<file path="src/rtl/erc_pkg.sv">
package erc_pkg;
	// Register offsets of the plain register port
	localparam logic [3:0] ADDR_SETUP = 4'h0;
	localparam logic [3:0] ADDR_EXC_A = 4'h1;
	localparam logic [3:0] ADDR_EXC_B = 4'h2;
	localparam logic [3:0] ADDR_CTRL = 4'h3;
	localparam logic [3:0] ADDR_STATUS = 4'h4;
	localparam logic [3:0] ADDR_RESULT = 4'h5;
	localparam logic [3:0] ADDR_RAW = 4'h6;

	// Field positions
	localparam int DELAY_LSB = 0;
	localparam int ROT_BIT = 4;
	localparam int PIN_LSB = 0;
	localparam int MAG_LSB = 4;
	localparam int RUN_BIT = 0;
	localparam int REF_BIT = 1;

	// Pin and magnitude codes
	localparam int PIN_COUNT = 11;
	localparam logic [3:0] PIN_OFF = 4'hf;
	localparam logic [3:0] MAG_COUNT = 4'ha;
	localparam logic [3:0] MAG_OFF = 4'h0;

	// Reset values
	localparam logic [4:0] SETUP_RST = 5'h00;
	localparam logic [7:0] EXC_RST = 8'h0f;

	// Settling times in ns, counts at 100 MHz
	localparam int CLK_NS = 10;
	localparam int SETTLE_NS = 1000;
	localparam int SETTLE_CYC = (SETTLE_NS + CLK_NS - 1) / CLK_NS;
	localparam int STEP_NS = 500;
	localparam int STEP_CYC = (STEP_NS + CLK_NS - 1) / CLK_NS;

	typedef enum logic [1:0] {
		ERC_IDLE = 2'b00,
		ERC_SETTLE = 2'b01,
		ERC_CONVERT = 2'b11
	} erc_state_e;

	typedef struct packed {
		logic [3:0] mag;
		logic [3:0] pin;
	} erc_source_s;
endpackage

</file>
<file path="src/rtl/erc_pair_avg.sv">
`timescale 1ns/1ps
module erc_pair_avg #(
	parameter int WIDTH = 32
) (
	// Clock and reset
	input wire logic clk_sys,
	input wire logic rst_b,
	// Control
	input wire logic restart,
	input wire logic rotate,
	// Conversion in
	input wire logic sample_valid,
	input wire logic [WIDTH-1:0] sample,
	// Result out
	output logic result_valid,
	output logic [WIDTH-1:0] result
);
	logic [WIDTH-1:0] prev;
	logic have_prev;
	logic [WIDTH:0] sum;

	// Sign-extended sum keeps the carry so the halving cannot overflow; the dropped LSB rounds down
	assign sum = {sample[WIDTH-1], sample} + {prev[WIDTH-1], prev};

	always_ff @(posedge clk_sys) begin
		if (!rst_b || restart) begin
			have_prev <= 1'b0;
		end else if (sample_valid) begin
			have_prev <= 1'b1;
		end
	end

	always_ff @(posedge clk_sys) begin
		if (!rst_b) begin
			prev <= '0;
		end else if (sample_valid) begin
			prev <= sample;
		end
	end

	always_ff @(posedge clk_sys) begin
		if (!rst_b) begin
			result_valid <= 1'b0;
			result <= '0;
		end else begin
			result_valid <= 1'b0;
			if (sample_valid && !restart) begin
				if (!rotate) begin
					result_valid <= 1'b1;
					result <= sample;
				end else if (have_prev) begin
					result_valid <= 1'b1;
					result <= sum[WIDTH:1];
				end
			end
		end
	end
endmodule

</file>
<file path="src/rtl/erc_top.sv">
// Chosen here: the plain strobed port and the register offsets.
`timescale 1ns/1ps
// How it works
// Two independent sources, each routed to one of eleven analog pins, or to none for pin codes 11 to 15.
// Each source takes one of ten magnitude codes, 50 uA up to 3000 uA.
// Software enables the internal reference before using the sources.
// Rotation mode swaps source pins on every other conversion.
// First rotation-mode conversion is withheld; output starts after the second.
// Each later rotation output is newest plus previous conversion, halved.
// A built-in settling wait follows each pin swap before converting.
// Four-bit delay field adds extra settling time, lowering output rate in rotation mode.
// Added delay leaves the decimation filter untouched.
// Host may instead rotate pins itself and average in software.
// Restart or newly enabled rotation begins at normal positions, withholding again.
module erc_top #(
	parameter int WIDTH = 32,
	parameter int SETTLE_CYCLES = erc_pkg::SETTLE_CYC,
	parameter int STEP_CYCLES = erc_pkg::STEP_CYC
) (
	// Clock and reset
	input wire logic clk_sys,
	input wire logic rst_b,
	// Register port
	input wire logic [3:0] reg_addr,
	input wire logic [31:0] reg_wdata,
	input wire logic reg_write,
	input wire logic reg_read,
	output logic [31:0] reg_rdata,
	// Converter core
	output logic conv_start,
	input wire logic conv_done,
	input wire logic [WIDTH-1:0] conv_data,
	// Analog switch controls
	output logic [erc_pkg::PIN_COUNT-1:0] excitation_source_a_sel,
	output logic [erc_pkg::PIN_COUNT-1:0] excitation_source_b_sel,
	output logic [3:0] excitation_source_a_mag,
	output logic [3:0] excitation_source_b_mag,
	output logic ref_enable,
	// Results
	output logic result_valid,
	output logic [WIDTH-1:0] result
);
	////////////////////////////////////////////////////////////////////////////////
	// Registers
	logic [4:0] setup;
	erc_pkg::erc_source_s src_a;
	erc_pkg::erc_source_s src_b;
	logic run;
	logic [WIDTH-1:0] raw;
	logic swapped;
	logic busy;
	erc_pkg::erc_state_e state;
	logic [15:0] wait_cnt;
	logic rot;
	logic rot_d;
	logic restart;
	logic run_d;

	// Out-of-range codes park the source rather than guess a pin or current
	function automatic logic [erc_pkg::PIN_COUNT-1:0] pin_onehot(input logic [3:0] p);
		logic [erc_pkg::PIN_COUNT-1:0] v;
		v = '0;
		if (p < 4'(erc_pkg::PIN_COUNT)) begin
			v[p] = 1'b1;
		end
		return v;
	endfunction

	function automatic logic [3:0] mag_clip(input logic [3:0] m);
		return (m < erc_pkg::MAG_COUNT) ? m : erc_pkg::MAG_OFF;
	endfunction

	assign rot = setup[erc_pkg::ROT_BIT];

	always_ff @(posedge clk_sys) begin
		if (!rst_b) begin
			setup <= erc_pkg::SETUP_RST;
			src_a <= erc_pkg::EXC_RST;
			src_b <= erc_pkg::EXC_RST;
			run <= 1'b0;
		end else if (reg_write) begin
			unique case (reg_addr)
				erc_pkg::ADDR_SETUP: setup <= reg_wdata[4:0];
				erc_pkg::ADDR_EXC_A: src_a <= reg_wdata[7:0];
				erc_pkg::ADDR_EXC_B: src_b <= reg_wdata[7:0];
				erc_pkg::ADDR_CTRL: begin
					run <= reg_wdata[erc_pkg::RUN_BIT];
				end
				default: ;
			endcase
		end
	end

	// Sources only work once software turns the reference on; this bit just gates that
	always_ff @(posedge clk_sys) begin
		if (!rst_b) begin
			ref_enable <= 1'b0;
		end else if (reg_write && reg_addr == erc_pkg::ADDR_CTRL) begin
			ref_enable <= reg_wdata[erc_pkg::REF_BIT];
		end
	end

	always_ff @(posedge clk_sys) begin
		if (!rst_b) begin
			reg_rdata <= '0;
		end else begin
			reg_rdata <= '0;
			if (reg_read) begin
				unique case (reg_addr)
					erc_pkg::ADDR_SETUP: reg_rdata <= {27'h0, setup};
					erc_pkg::ADDR_EXC_A: reg_rdata <= {24'h0, src_a};
					erc_pkg::ADDR_EXC_B: reg_rdata <= {24'h0, src_b};
					erc_pkg::ADDR_CTRL: reg_rdata <= {30'h0, ref_enable, run};
					erc_pkg::ADDR_STATUS: reg_rdata <= {29'h0, busy, swapped, rot};
					erc_pkg::ADDR_RESULT: reg_rdata <= 32'(result);
					erc_pkg::ADDR_RAW: reg_rdata <= 32'(raw);
					default: reg_rdata <= '0;
				endcase
			end
		end
	end

	////////////////////////////////////////////////////////////////////////////////
	// Sequencer
	always_ff @(posedge clk_sys) begin
		if (!rst_b) begin
			rot_d <= 1'b0;
			run_d <= 1'b0;
		end else begin
			rot_d <= rot;
			run_d <= run;
		end
	end

	// Edges only, so a held run or rotate bit does not restart every cycle
	assign restart = (run && !run_d) || (rot && !rot_d);
	assign busy = (state != erc_pkg::ERC_IDLE);

	always_ff @(posedge clk_sys) begin
		if (!rst_b) begin
			state <= erc_pkg::ERC_IDLE;
			wait_cnt <= '0;
			conv_start <= 1'b0;
			swapped <= 1'b0;
		end else begin
			conv_start <= 1'b0;
			if (!run || restart) begin
				state <= erc_pkg::ERC_IDLE;
				swapped <= 1'b0;
			end else begin
				unique case (state)
					erc_pkg::ERC_IDLE: begin
						state <= erc_pkg::ERC_SETTLE;
						// Delay only lengthens the gap; filter timing is not touched
						wait_cnt <= 16'(SETTLE_CYCLES + STEP_CYCLES * setup[3:0]);
					end
					erc_pkg::ERC_SETTLE: begin
						if (wait_cnt <= 16'h0001) begin
							state <= erc_pkg::ERC_CONVERT;
							conv_start <= 1'b1;
						end else begin
							wait_cnt <= wait_cnt - 16'h0001;
						end
					end
					erc_pkg::ERC_CONVERT: begin
						if (conv_done) begin
							if (rot) begin
								swapped <= !swapped;
								state <= erc_pkg::ERC_IDLE;
							end else begin
								// No swap, so no settling wait
								swapped <= 1'b0;
								conv_start <= 1'b1;
							end
						end
					end
					default: begin
						state <= erc_pkg::ERC_IDLE;
					end
				endcase
			end
		end
	end

	// Raw word kept for hosts that rotate and average in software
	always_ff @(posedge clk_sys) begin
		if (!rst_b) begin
			raw <= '0;
		end else if (conv_done) begin
			raw <= conv_data;
		end
	end

	////////////////////////////////////////////////////////////////////////////////
	// Pin routing
	always_ff @(posedge clk_sys) begin
		if (!rst_b) begin
			excitation_source_a_sel <= '0;
			excitation_source_b_sel <= '0;
			excitation_source_a_mag <= erc_pkg::MAG_OFF;
			excitation_source_b_mag <= erc_pkg::MAG_OFF;
		end else begin
			// Swap moves the pins only; each magnitude stays with its own source
			excitation_source_a_sel <= pin_onehot(swapped ? src_b.pin : src_a.pin);
			excitation_source_b_sel <= pin_onehot(swapped ? src_a.pin : src_b.pin);
			excitation_source_a_mag <= mag_clip(src_a.mag);
			excitation_source_b_mag <= mag_clip(src_b.mag);
		end
	end

	// Withholding and pairing restart whenever the sequencer does
	erc_pair_avg #(
		.WIDTH(WIDTH)
	) u_avg (
		.clk_sys(clk_sys),
		.rst_b(rst_b),
		.restart(restart || !run),
		.rotate(rot),
		.sample_valid(conv_done && state == erc_pkg::ERC_CONVERT),
		.sample(conv_data),
		.result_valid(result_valid),
		.result(result)
	);
endmodule

</file>
<file path="config.mk">
export PLATFORM = sky130hd
export DESIGN_NAME = erc_top
export DESIGN_NICKNAME = d
export VERILOG_FILES = /design/src/rtl/erc_pkg.sv /design/src/rtl/erc_pair_avg.sv /design/src/rtl/erc_top.sv
export SDC_FILE = /design/constraint.sdc
export NUM_CORES = 1
export LEC_CHECK = 0
export BUFFER_PORTS_ARGS = -buffer_cell sky130_fd_sc_hd__buf_2
export CAP_MARGIN = 20
export CORE_UTILIZATION = 25
export CTS_CLUSTER_DIAMETER = 200
export DETAILED_ROUTE_END_ITERATION = 7
export SYNTH_ARGS = -nofsm -noshare
export SYNTH_HDL_FRONTEND = slang
export SYNTH_SLANG_ARGS = --single-unit
</file>
<file path="constraint.sdc">
create_clock -name clk_sys -period 2.35 [get_ports clk_sys]
set_clock_uncertainty 0.1 [all_clocks]
set_input_delay 0 -clock clk_sys [delete_from_list [all_inputs] [get_ports clk_sys]]
set_output_delay 0 -clock clk_sys [all_outputs]
set_load 0.01 [all_outputs]
</file>
## Word level (Yosys, flattened, before mapping)

Index checks and enable logic that the tools add are counted.

- Add/subtract/negate cells: 3
- Multipliers: 1
- Order comparisons: 9
- Eq/ne operators: 13
- Mux-type cells: 22
- Bitwise operators: 2
- Reduce and logical (&&, ||, !) cells: 35

Operators by type and width:

| cell | number |
|---|---|
| $pmux 32 s7 | 1 |
| $mux 32 | 2 |
| $add 32x32->33 | 1 |
| $pmux 16 s2 | 1 |
| $reduce_and 2->1 | 12 |
| $le 16x1->1 const B | 1 |
| $lt 4x4->1 const B | 4 |
| $mux 16 | 1 |
| $sub 16x1->16 const B | 1 |
| $eq 4x3->1 const B | 3 |
| $add 7x10->11 const A | 1 |
| $lt 4x5->1 const B | 2 |
| $mul 5x4->9 const A | 1 |
| $demux 1 s4 | 2 |
| $eq 4x2->1 const B | 2 |
| $ge 4x1->1 const B | 2 |
| $mux 1 | 8 |
| $mux 4 | 2 |
| $ne 2x2->1 const B | 4 |
| $logic_and 1x1->1 | 7 |
| $logic_not 1->1 | 6 |
| $mux 2 | 3 |
| $pmux 2 s3 | 1 |
| $reduce_and 3->1 | 2 |
| 11 further kinds | 15 |

- Flip-flop bits (word level): 205
- Bits of input ports: 73
- Output and inout bits: 97
- Logic and storage cells: 108

## Longest topological paths before layout

Gate-level depths: netlist (run 1).

- Word-level depth: 7
- Gate-level depth with buffers: 11
- Gate-level depth less buffers: 11

## By module

From an unflattened synthesis (run 1), not the netlist that was laid out.

- Cells, all modules: 1176
- Area total of the unflattened synthesis: 10105.9 µm²

By module, submodules not included:

| module | times used | cells each | area each (µm²) | seq. area each (µm²) |
|---|---|---|---|---|
| erc_top | 1 | 662 | 5806.8 | 2782.7 |
| erc_pair_avg | 1 | 514 | 4299.1 | 1321.3 |

## Least setup slack after synthesis (run 1)

No wires, ideal clock.

- Path type: flip-flop to flip-flop
- Start: register u_avg.prev[0]
- End: register u_avg.result[29]
- Setup time: 0.116 ns
- Arrival time: 2.389 ns
- Data required time: 2.134 ns
- Setup slack: -0.255 ns
- Stages on the path, launching flop included: 10
- Buffers on the path: 0
- Clock period less this slack: 2.605 ns
- Path through: dfxtp_1 > and2_1 > fa_1 > a21o_1 > a311o_1 > and3_4 > o21ai_4 > a2111oi_2 > or3_1 > a41o_1

- Longest elaborated chain between the ends: 3

Ends and longest elaborated chain:

| item | RTL line | source |
|---|---|---|
| from (decl) | erc_pair_avg.sv:18 | `logic [WIDTH-1:0] prev;` |
| from (signal assigned) | erc_pair_avg.sv:37 | `prev <= sample;` |
| $add 32x32->33 | erc_pair_avg.sv:23 | `assign sum = {sample[WIDTH-1], sample} + {prev[WIDTH-1], prev};` |
| $mux 32 | erc_pair_avg.sv:51 | `end else if (have_prev) begin` |
| $mux 32 | erc_pair_avg.sv:48 | `if (!rotate) begin` |
| to (signal assigned) | erc_pair_avg.sv:50 | `result <= sample;` |
| to (signal assigned) | erc_pair_avg.sv:53 | `result <= sum[WIDTH:1];` |
| to (decl) | erc_pair_avg.sv:16 | `output logic [WIDTH-1:0] result` |

No other way between the ends. The select of a mux whose other input is x is not followed.
A chain may end at the register's enable or synchronous reset.

## Final worst setup path (run 1)

- Start: register u_avg.prev[0]
- End: register u_avg.result[11]

The elaborated chain is that of the path after synthesis.

==> flow_summary.ini, run 1 <==
[timing]
fin_crit_sh_pct = 108
fmax_ghz = 0.393
hold_viol = 0
finalSetupTns_ns = -0.769
worstMarginPinSlew_ns = 0.508
finalSetupViolations = 7
slew_violations = 0
setup_ws_ns = -0.195
rsz0062_at_grt = true
fin_crit_ns = 2.55
relSlewSlack_pct = 65.8

[synthesis]
synth_top_cell_area_share_pct = 41.0
ys.flop_type = dfxtp_1
yosys.area.top_type = dfxtp_1
yosysWarnings = 0
synth_fp_nets = 1339
syn_avg_cell_area_um2 = 8.19
synth.cell_area_mm2 = 0.0100
synth_cell_types = 73
postSynth.asyncResetShare_pct = 0
ys_ff_latch = 205
synth_area_leaders = dfxtp_1 (41%), a21oi_1 (6.3%), nand2_1 (6.1%), nor2_1 (5.3%), ha_1 (5.2%)
syn_inst = 1222
ys_seq_area_share_pct = 41.0
synth-edff-count = 0

[floorplan]
core-area_mm2 = 0.0391
dieArea_mm2 = 0.0409
die_w_um = 202
rows = 72
io_pins = 170
die_h_um = 202
initial_core_util_pct = 25.6

[critical_path]
worst-path-buf-inv = 0
critical_path.slowest_cell = or3_4
crit_chain = and2_4 -> fa_2 -> a21o_1 -> a311o_1 -> and3_4 -> o21ba_4 -> or3_4 -> a31oi_4 -> a21oi_2
cp_top_family = compound AO/OA/AOI/OAI gates
worstSetupStartpointType = register
critPathMaxFanout = 5
crit_path_end_kind = register
cp.required_ns = 2.68
slowest_delay_ns = 0.40
crit_type = register to register
arrival_ns = 2.87
r2r_slack_ns = -0.20

[clock_tree]
cts_buffers = 26
clk_pin_slew_ns = 0.06
root_buffer = clkbuf_16
cts_tree = yes
clkSinkCount = 205
cts_max_level = 1
clkLatencyLatePin_ns = 0.55
clk_path_buf_depth = 3

[cells_and_area]
layout-drive-gt1-share_pct = 25.2
antenna_cells = 0
stdcell_count = 2026
nNetsFinal = 1608
mostFrequentLayoutCell = dfxtp_1
syn2layout_area_growth_pct = 37.9
final_cell_mix = dfxtp_1 (201), nand2_1 (163), buf_2 (145)

[placed_design]
gp_congestion = 0.849
placedCellCount = 1916
dpl.hpwl_mm = 24.2
portBuffers = 145

[pwr]
power.density_mw_per_mm2 = 590
vdd_ir_drop_max_mv = 0.441
leakagePower_nw = 5.74

[global_route]
grt_pass1_vias = 9717
track_usage_pct = 16.4
grt_use_met2_pct = 27.5
top_usage_layer = met2
grt_first_pass_wirelength_mm = 53.7
overflow = 0
grt_max_degree = 37
use_met1_pct = 21.5
antenna_found_initial = 0
grtUsageMet3_pct = 2.64

[outcome]
outcome = finished, violations left
violations = setup timing

[route]
drt_iter0_markers = 714
drc = 0
first_pass_iters = 6
antenna_left = 0
wl_per_cell_um = 17.0
wl_mm = 34.4
vias_per_cell = 4.91
vias = 9953

[run]
cap_viol_max_count = 0

[worst_hold_path]
hold_path.class = input pin to register
## repair_timing
item,CTS,global route
endpoints found under the hold margin,127,0
resized for setup,36,46
cloned,0,0
hold buffers,55,0
buffers inserted,5,6
setup endpoints to repair,21,29
pin swaps,23,28
## registers in the layout (all words and copies together), names as in the netlist, 2 cells and up
register and count:
excitation_source_a_mag 4, excitation_source_a_sel 11, excitation_source_b_mag 4, excitation_source_b_sel 11
raw 32, reg_rdata 32, setup 5, src_a 8
src_b 8, state 2, u_avg.prev 32, u_avg.result 32
wait_cnt 16
## worst paths after layout
path / depth (start not counted) / startpoint / to
setup / recovery: 9 / u_avg.prev[0] / u_avg.result[11]
setup reg to reg: 9 / u_avg.prev[0] / u_avg.result[11]
hold reg to reg: 2 / u_avg.prev[17] / u_avg.prev[17]
hold / removal: 6 / reg_addr[1] / reg_rdata[1]
## per-stage QoR
stage               power [W]  setup WS, ns  instance area, µm²  hold slack, ns  utilization [%]
floorplan             0.00388        -0.127               10000          0.0240                -
global placement      0.00411        -0.190               11900           0.156             30.5
detailed placement    0.00412        -0.220               11900           0.161             30.5
CTS                   0.00826        -0.207               13500         0.00460             34.6
global route          0.00847        -0.257               13800          0.0891             35.3
finish                0.00815        -0.195               13800          0.0445             35.3
## layer usage
layer	up-vias	part of all wire, %
met5	-	0
met4	0	2.9
met3	63	5.1
met2	265	47
met1	4728	45
li1	4897	-
## cell usage after synthesis, types with 3 or more instances
cell	instances
nor3_1	35
or3_1	19
xor2_1	13
inv_1	23
ha_1	42
nand3_1	29
a211oi_1	13
o21ai_0	41
nand2b_1	12
buf_1	7
a22oi_1	34
nor2b_1	4
buf_2	11
and2_1	9
o21ai_1	16
nor3b_1	8
and3_1	9
a21oi_1	126
xnor2_1	15
o21bai_1	4
o211ai_1	16
a222oi_1	3
a311o_1	3
o22ai_1	3
nand3b_1	4
a41oi_1	3
a31oi_1	18
nor2_1	142
mux2i_1	48
clkbuf_1	57
a311oi_1	4
a21o_1	15
o31ai_1	4
nor4_1	6
nand2_1	164
nand4_1	13
dfxtp_1	205
## logic make-up after synthesis
logic type | count (synthesis) | synth area share (%)
and+or+nand+nor | 465 | 21.0
AOI/OAI and AO/OA | 332 | 21.1
DFF | 205 | 41.0
buffers and inverters | 99 | 3.85
muxes | 49 | 4.91
adders and majority gates | 44 | 5.65
xor gates and xnor gates | 28 | 2.45
## worst register-to-register path, delay by kind of cell, from the launching register on
family | cells | cell delay (ns)
fa+ha+maj | 1 | 0.33
flops | 1 | 0.32
compound gates | 5 | 0.95
simple gates | 3 | 0.73
## area by class of cell
class | instances | area [µm²]
fill | 4087 | 25300
multi-input combinational | 918 | 5900
sequential | 205 | 4110
timing repair buffer | 316 | 2200
clock buffer | 36 | 749
tap | 518 | 648
clock inverter | 9 | 101
inverter | 24 | 90.1
## where the power goes
part / internal, W / leakage [nW] / switching, W / total (W)
registers: 0.00352 / 1.66 / 0.0000292 / 0.00355
logic: 0.000257 / 3.66 / 0.000335 / 0.000592
clock network: 0.00243 / 0.420 / 0.00158 / 0.00401
total: 0.00620 / 5.74 / 0.00195 / 0.00815
(Power assumes the default switching activity.)
==> inputs of run 2 (changes only) <==
- clock period: 2.35 -> 3 ns (I/O delays scaled with it)
==> run 2 against run 1 <==
Net effect:
- the flow now finishes without violations
- die area unchanged
- total power down 20%
- highest routed layer unchanged
- worst hold slack improved by 0.13 ns
- critical endpoint is now u_avg.result[13]
- worst setup slack improved by 0.46 ns
- critical path type unchanged
- critical path depth did not move
- fmax fell by 6.9%
- combinational power fell by 32%
- sequential share of layout area rose by 2.1 points
- count of clock-buffer cells in the layout decreased by 1
- non-clock buffer count decreased by 83
- register-to-register slack improved by 0.46 ns
- sequential power down 22%
==> flow_summary.ini, run 2 (synthesized netlist as in run 1, its figures left out) <==
[critical_path]
arrival_ns = 3.06
r2r_slack_ns = 0.27
crit_type = register to register
worstSetupStartpointType = register
critPathMaxFanout = 6
cp.required_ns = 3.33
crit_path_end_kind = register

[timing]
worstMarginPinSlew_ns = 1.03
whs_ns = 0.175
finalSetupViolations = 0
hold_viol = 0
fin_crit_sh_pct = 91.1
relSlewSlack_pct = 31.1
fmax_ghz = 0.366
fin_crit_ns = 2.73
rsz0062_at_grt = false
setup_ws_ns = 0.267
slew_violations = 0
finalSetupTns_ns = 0

[global_route]
antenna_found_initial = 0
grt_first_pass_wirelength_mm = 51.6
grt_max_degree = 43
grt_pass1_vias = 9272
track_usage_pct = 15.7
overflow = 0

[route]
antenna_left = 0
first_pass_iters = 8
wl_per_cell_um = 16.7
vias = 9543
drt_iter0_markers = 713
vias_per_cell = 4.90
drc = 0
wl_mm = 32.5

[cells_and_area]
nNetsFinal = 1526
syn2layout_area_growth_pct = 28.3
mostFrequentLayoutCell = dfxtp_1
nFillCells = 4135
final_cell_mix = dfxtp_1 (205), nand2_1 (164), buf_2 (145)
stdcell_area_mm2 = 0.0128
layout-drive-gt1-share_pct = 17.0
antenna_cells = 0

[clock_tree]
cts_max_level = 1
clk_path_buf_depth = 3
cts_tree = yes
clkLatencyLatePin_ns = 0.55
post_cts_resize_count = 0
clkSinkCount = 205
cts_buffers = 27
root_buffer = clkbuf_16
clk_pin_slew_ns = 0.06

[floorplan]
rows = 72
io_pins = 170
core-area_mm2 = 0.0391
initial_core_util_pct = 25.6
dieArea_mm2 = 0.0409
die_h_um = 202
die_w_um = 202

[outcome]
outcome = finished, final reports clean

[pwr]
leakagePower_nw = 5.30
vdd_ir_drop_max_mv = 0.410
power.density_mw_per_mm2 = 510
fin_total_pwr_w = 0.00656

[placed_design]
dpl_worst_slack_ns = 0.283
dpl.hpwl_mm = 23.2
portBuffers = 145
gp_congestion = 0.867
place_area_mm2 = 0.0114

[worst_hold_path]
hold_path.class = input pin to register

[run]
cap_viol_max_count = 0
[run 2: cell type report]
type	instances	area, µm²	share of cell area [%]
timing repair buffer	233	1530	11.9
tap	518	648	5.04
clock inverter	13	190	1.48
multi-input combinational	918	5530	43.0
clock buffer	35	756	5.88
sequential	205	4100	31.9
inverter	24	90.1	0.701
[run 2: power breakdown]
| part | switching (W) | internal, W |
|---|---|---|
| Sequential | 0.0000221 | 0.00276 |
| Clock | 0.00126 | 0.00212 |
| Combinational | 0.000242 | 0.000159 |
| Total | 0.00152 | 0.00503 |
[run 2: path summary, 6_finish.rpt]
path,from,end,cells after the start
max,u_avg.prev[0],u_avg.result[13],9
min,reg_wdata[3],src_a[3],4
max reg2reg,u_avg.prev[0],u_avg.result[13],9
min reg2reg,u_avg.prev[26],u_avg.prev[26],2
[run 2: worst max-delay path, stage by stage (launching register included)]
cell     delay, ns
dfxtp_1       0.32
and2_1        0.16
fa_1          0.41
a21o_1        0.23
a311o_1       0.40
and3_4        0.21
o21ba_4       0.22
a31oi_1       0.19
xor2_1        0.09
o41ai_1       0.29
[run 2: timing repair]
item,CTS,global route
buffers inserted,0,0
endpoints found under the setup margin,0,0
hold buffers,53,0
hold endpoints to repair,130,0
[run 2: metal layers]
metal  wire (µm)  global-route usage, %  vias to the layer above
li1            -                      -                     4748
met1       15200                   21.1                     4520
met2       15200                   26.3                      232
met3        1470                   2.03                       43
met4         623                   4.48                        0
met5           0                      0                        -
[run 2: stage by stage]
| step | cells | utilization [%] |
|---|---|---|
| floorplan | 1222 | - |
| global placement | 1845 | 29.1 |
| detailed placement | 1845 | 29.1 |
| CTS | 1946 | 32.9 |
| global route | 1946 | 32.9 |
| finish | 1946 | 32.9 |
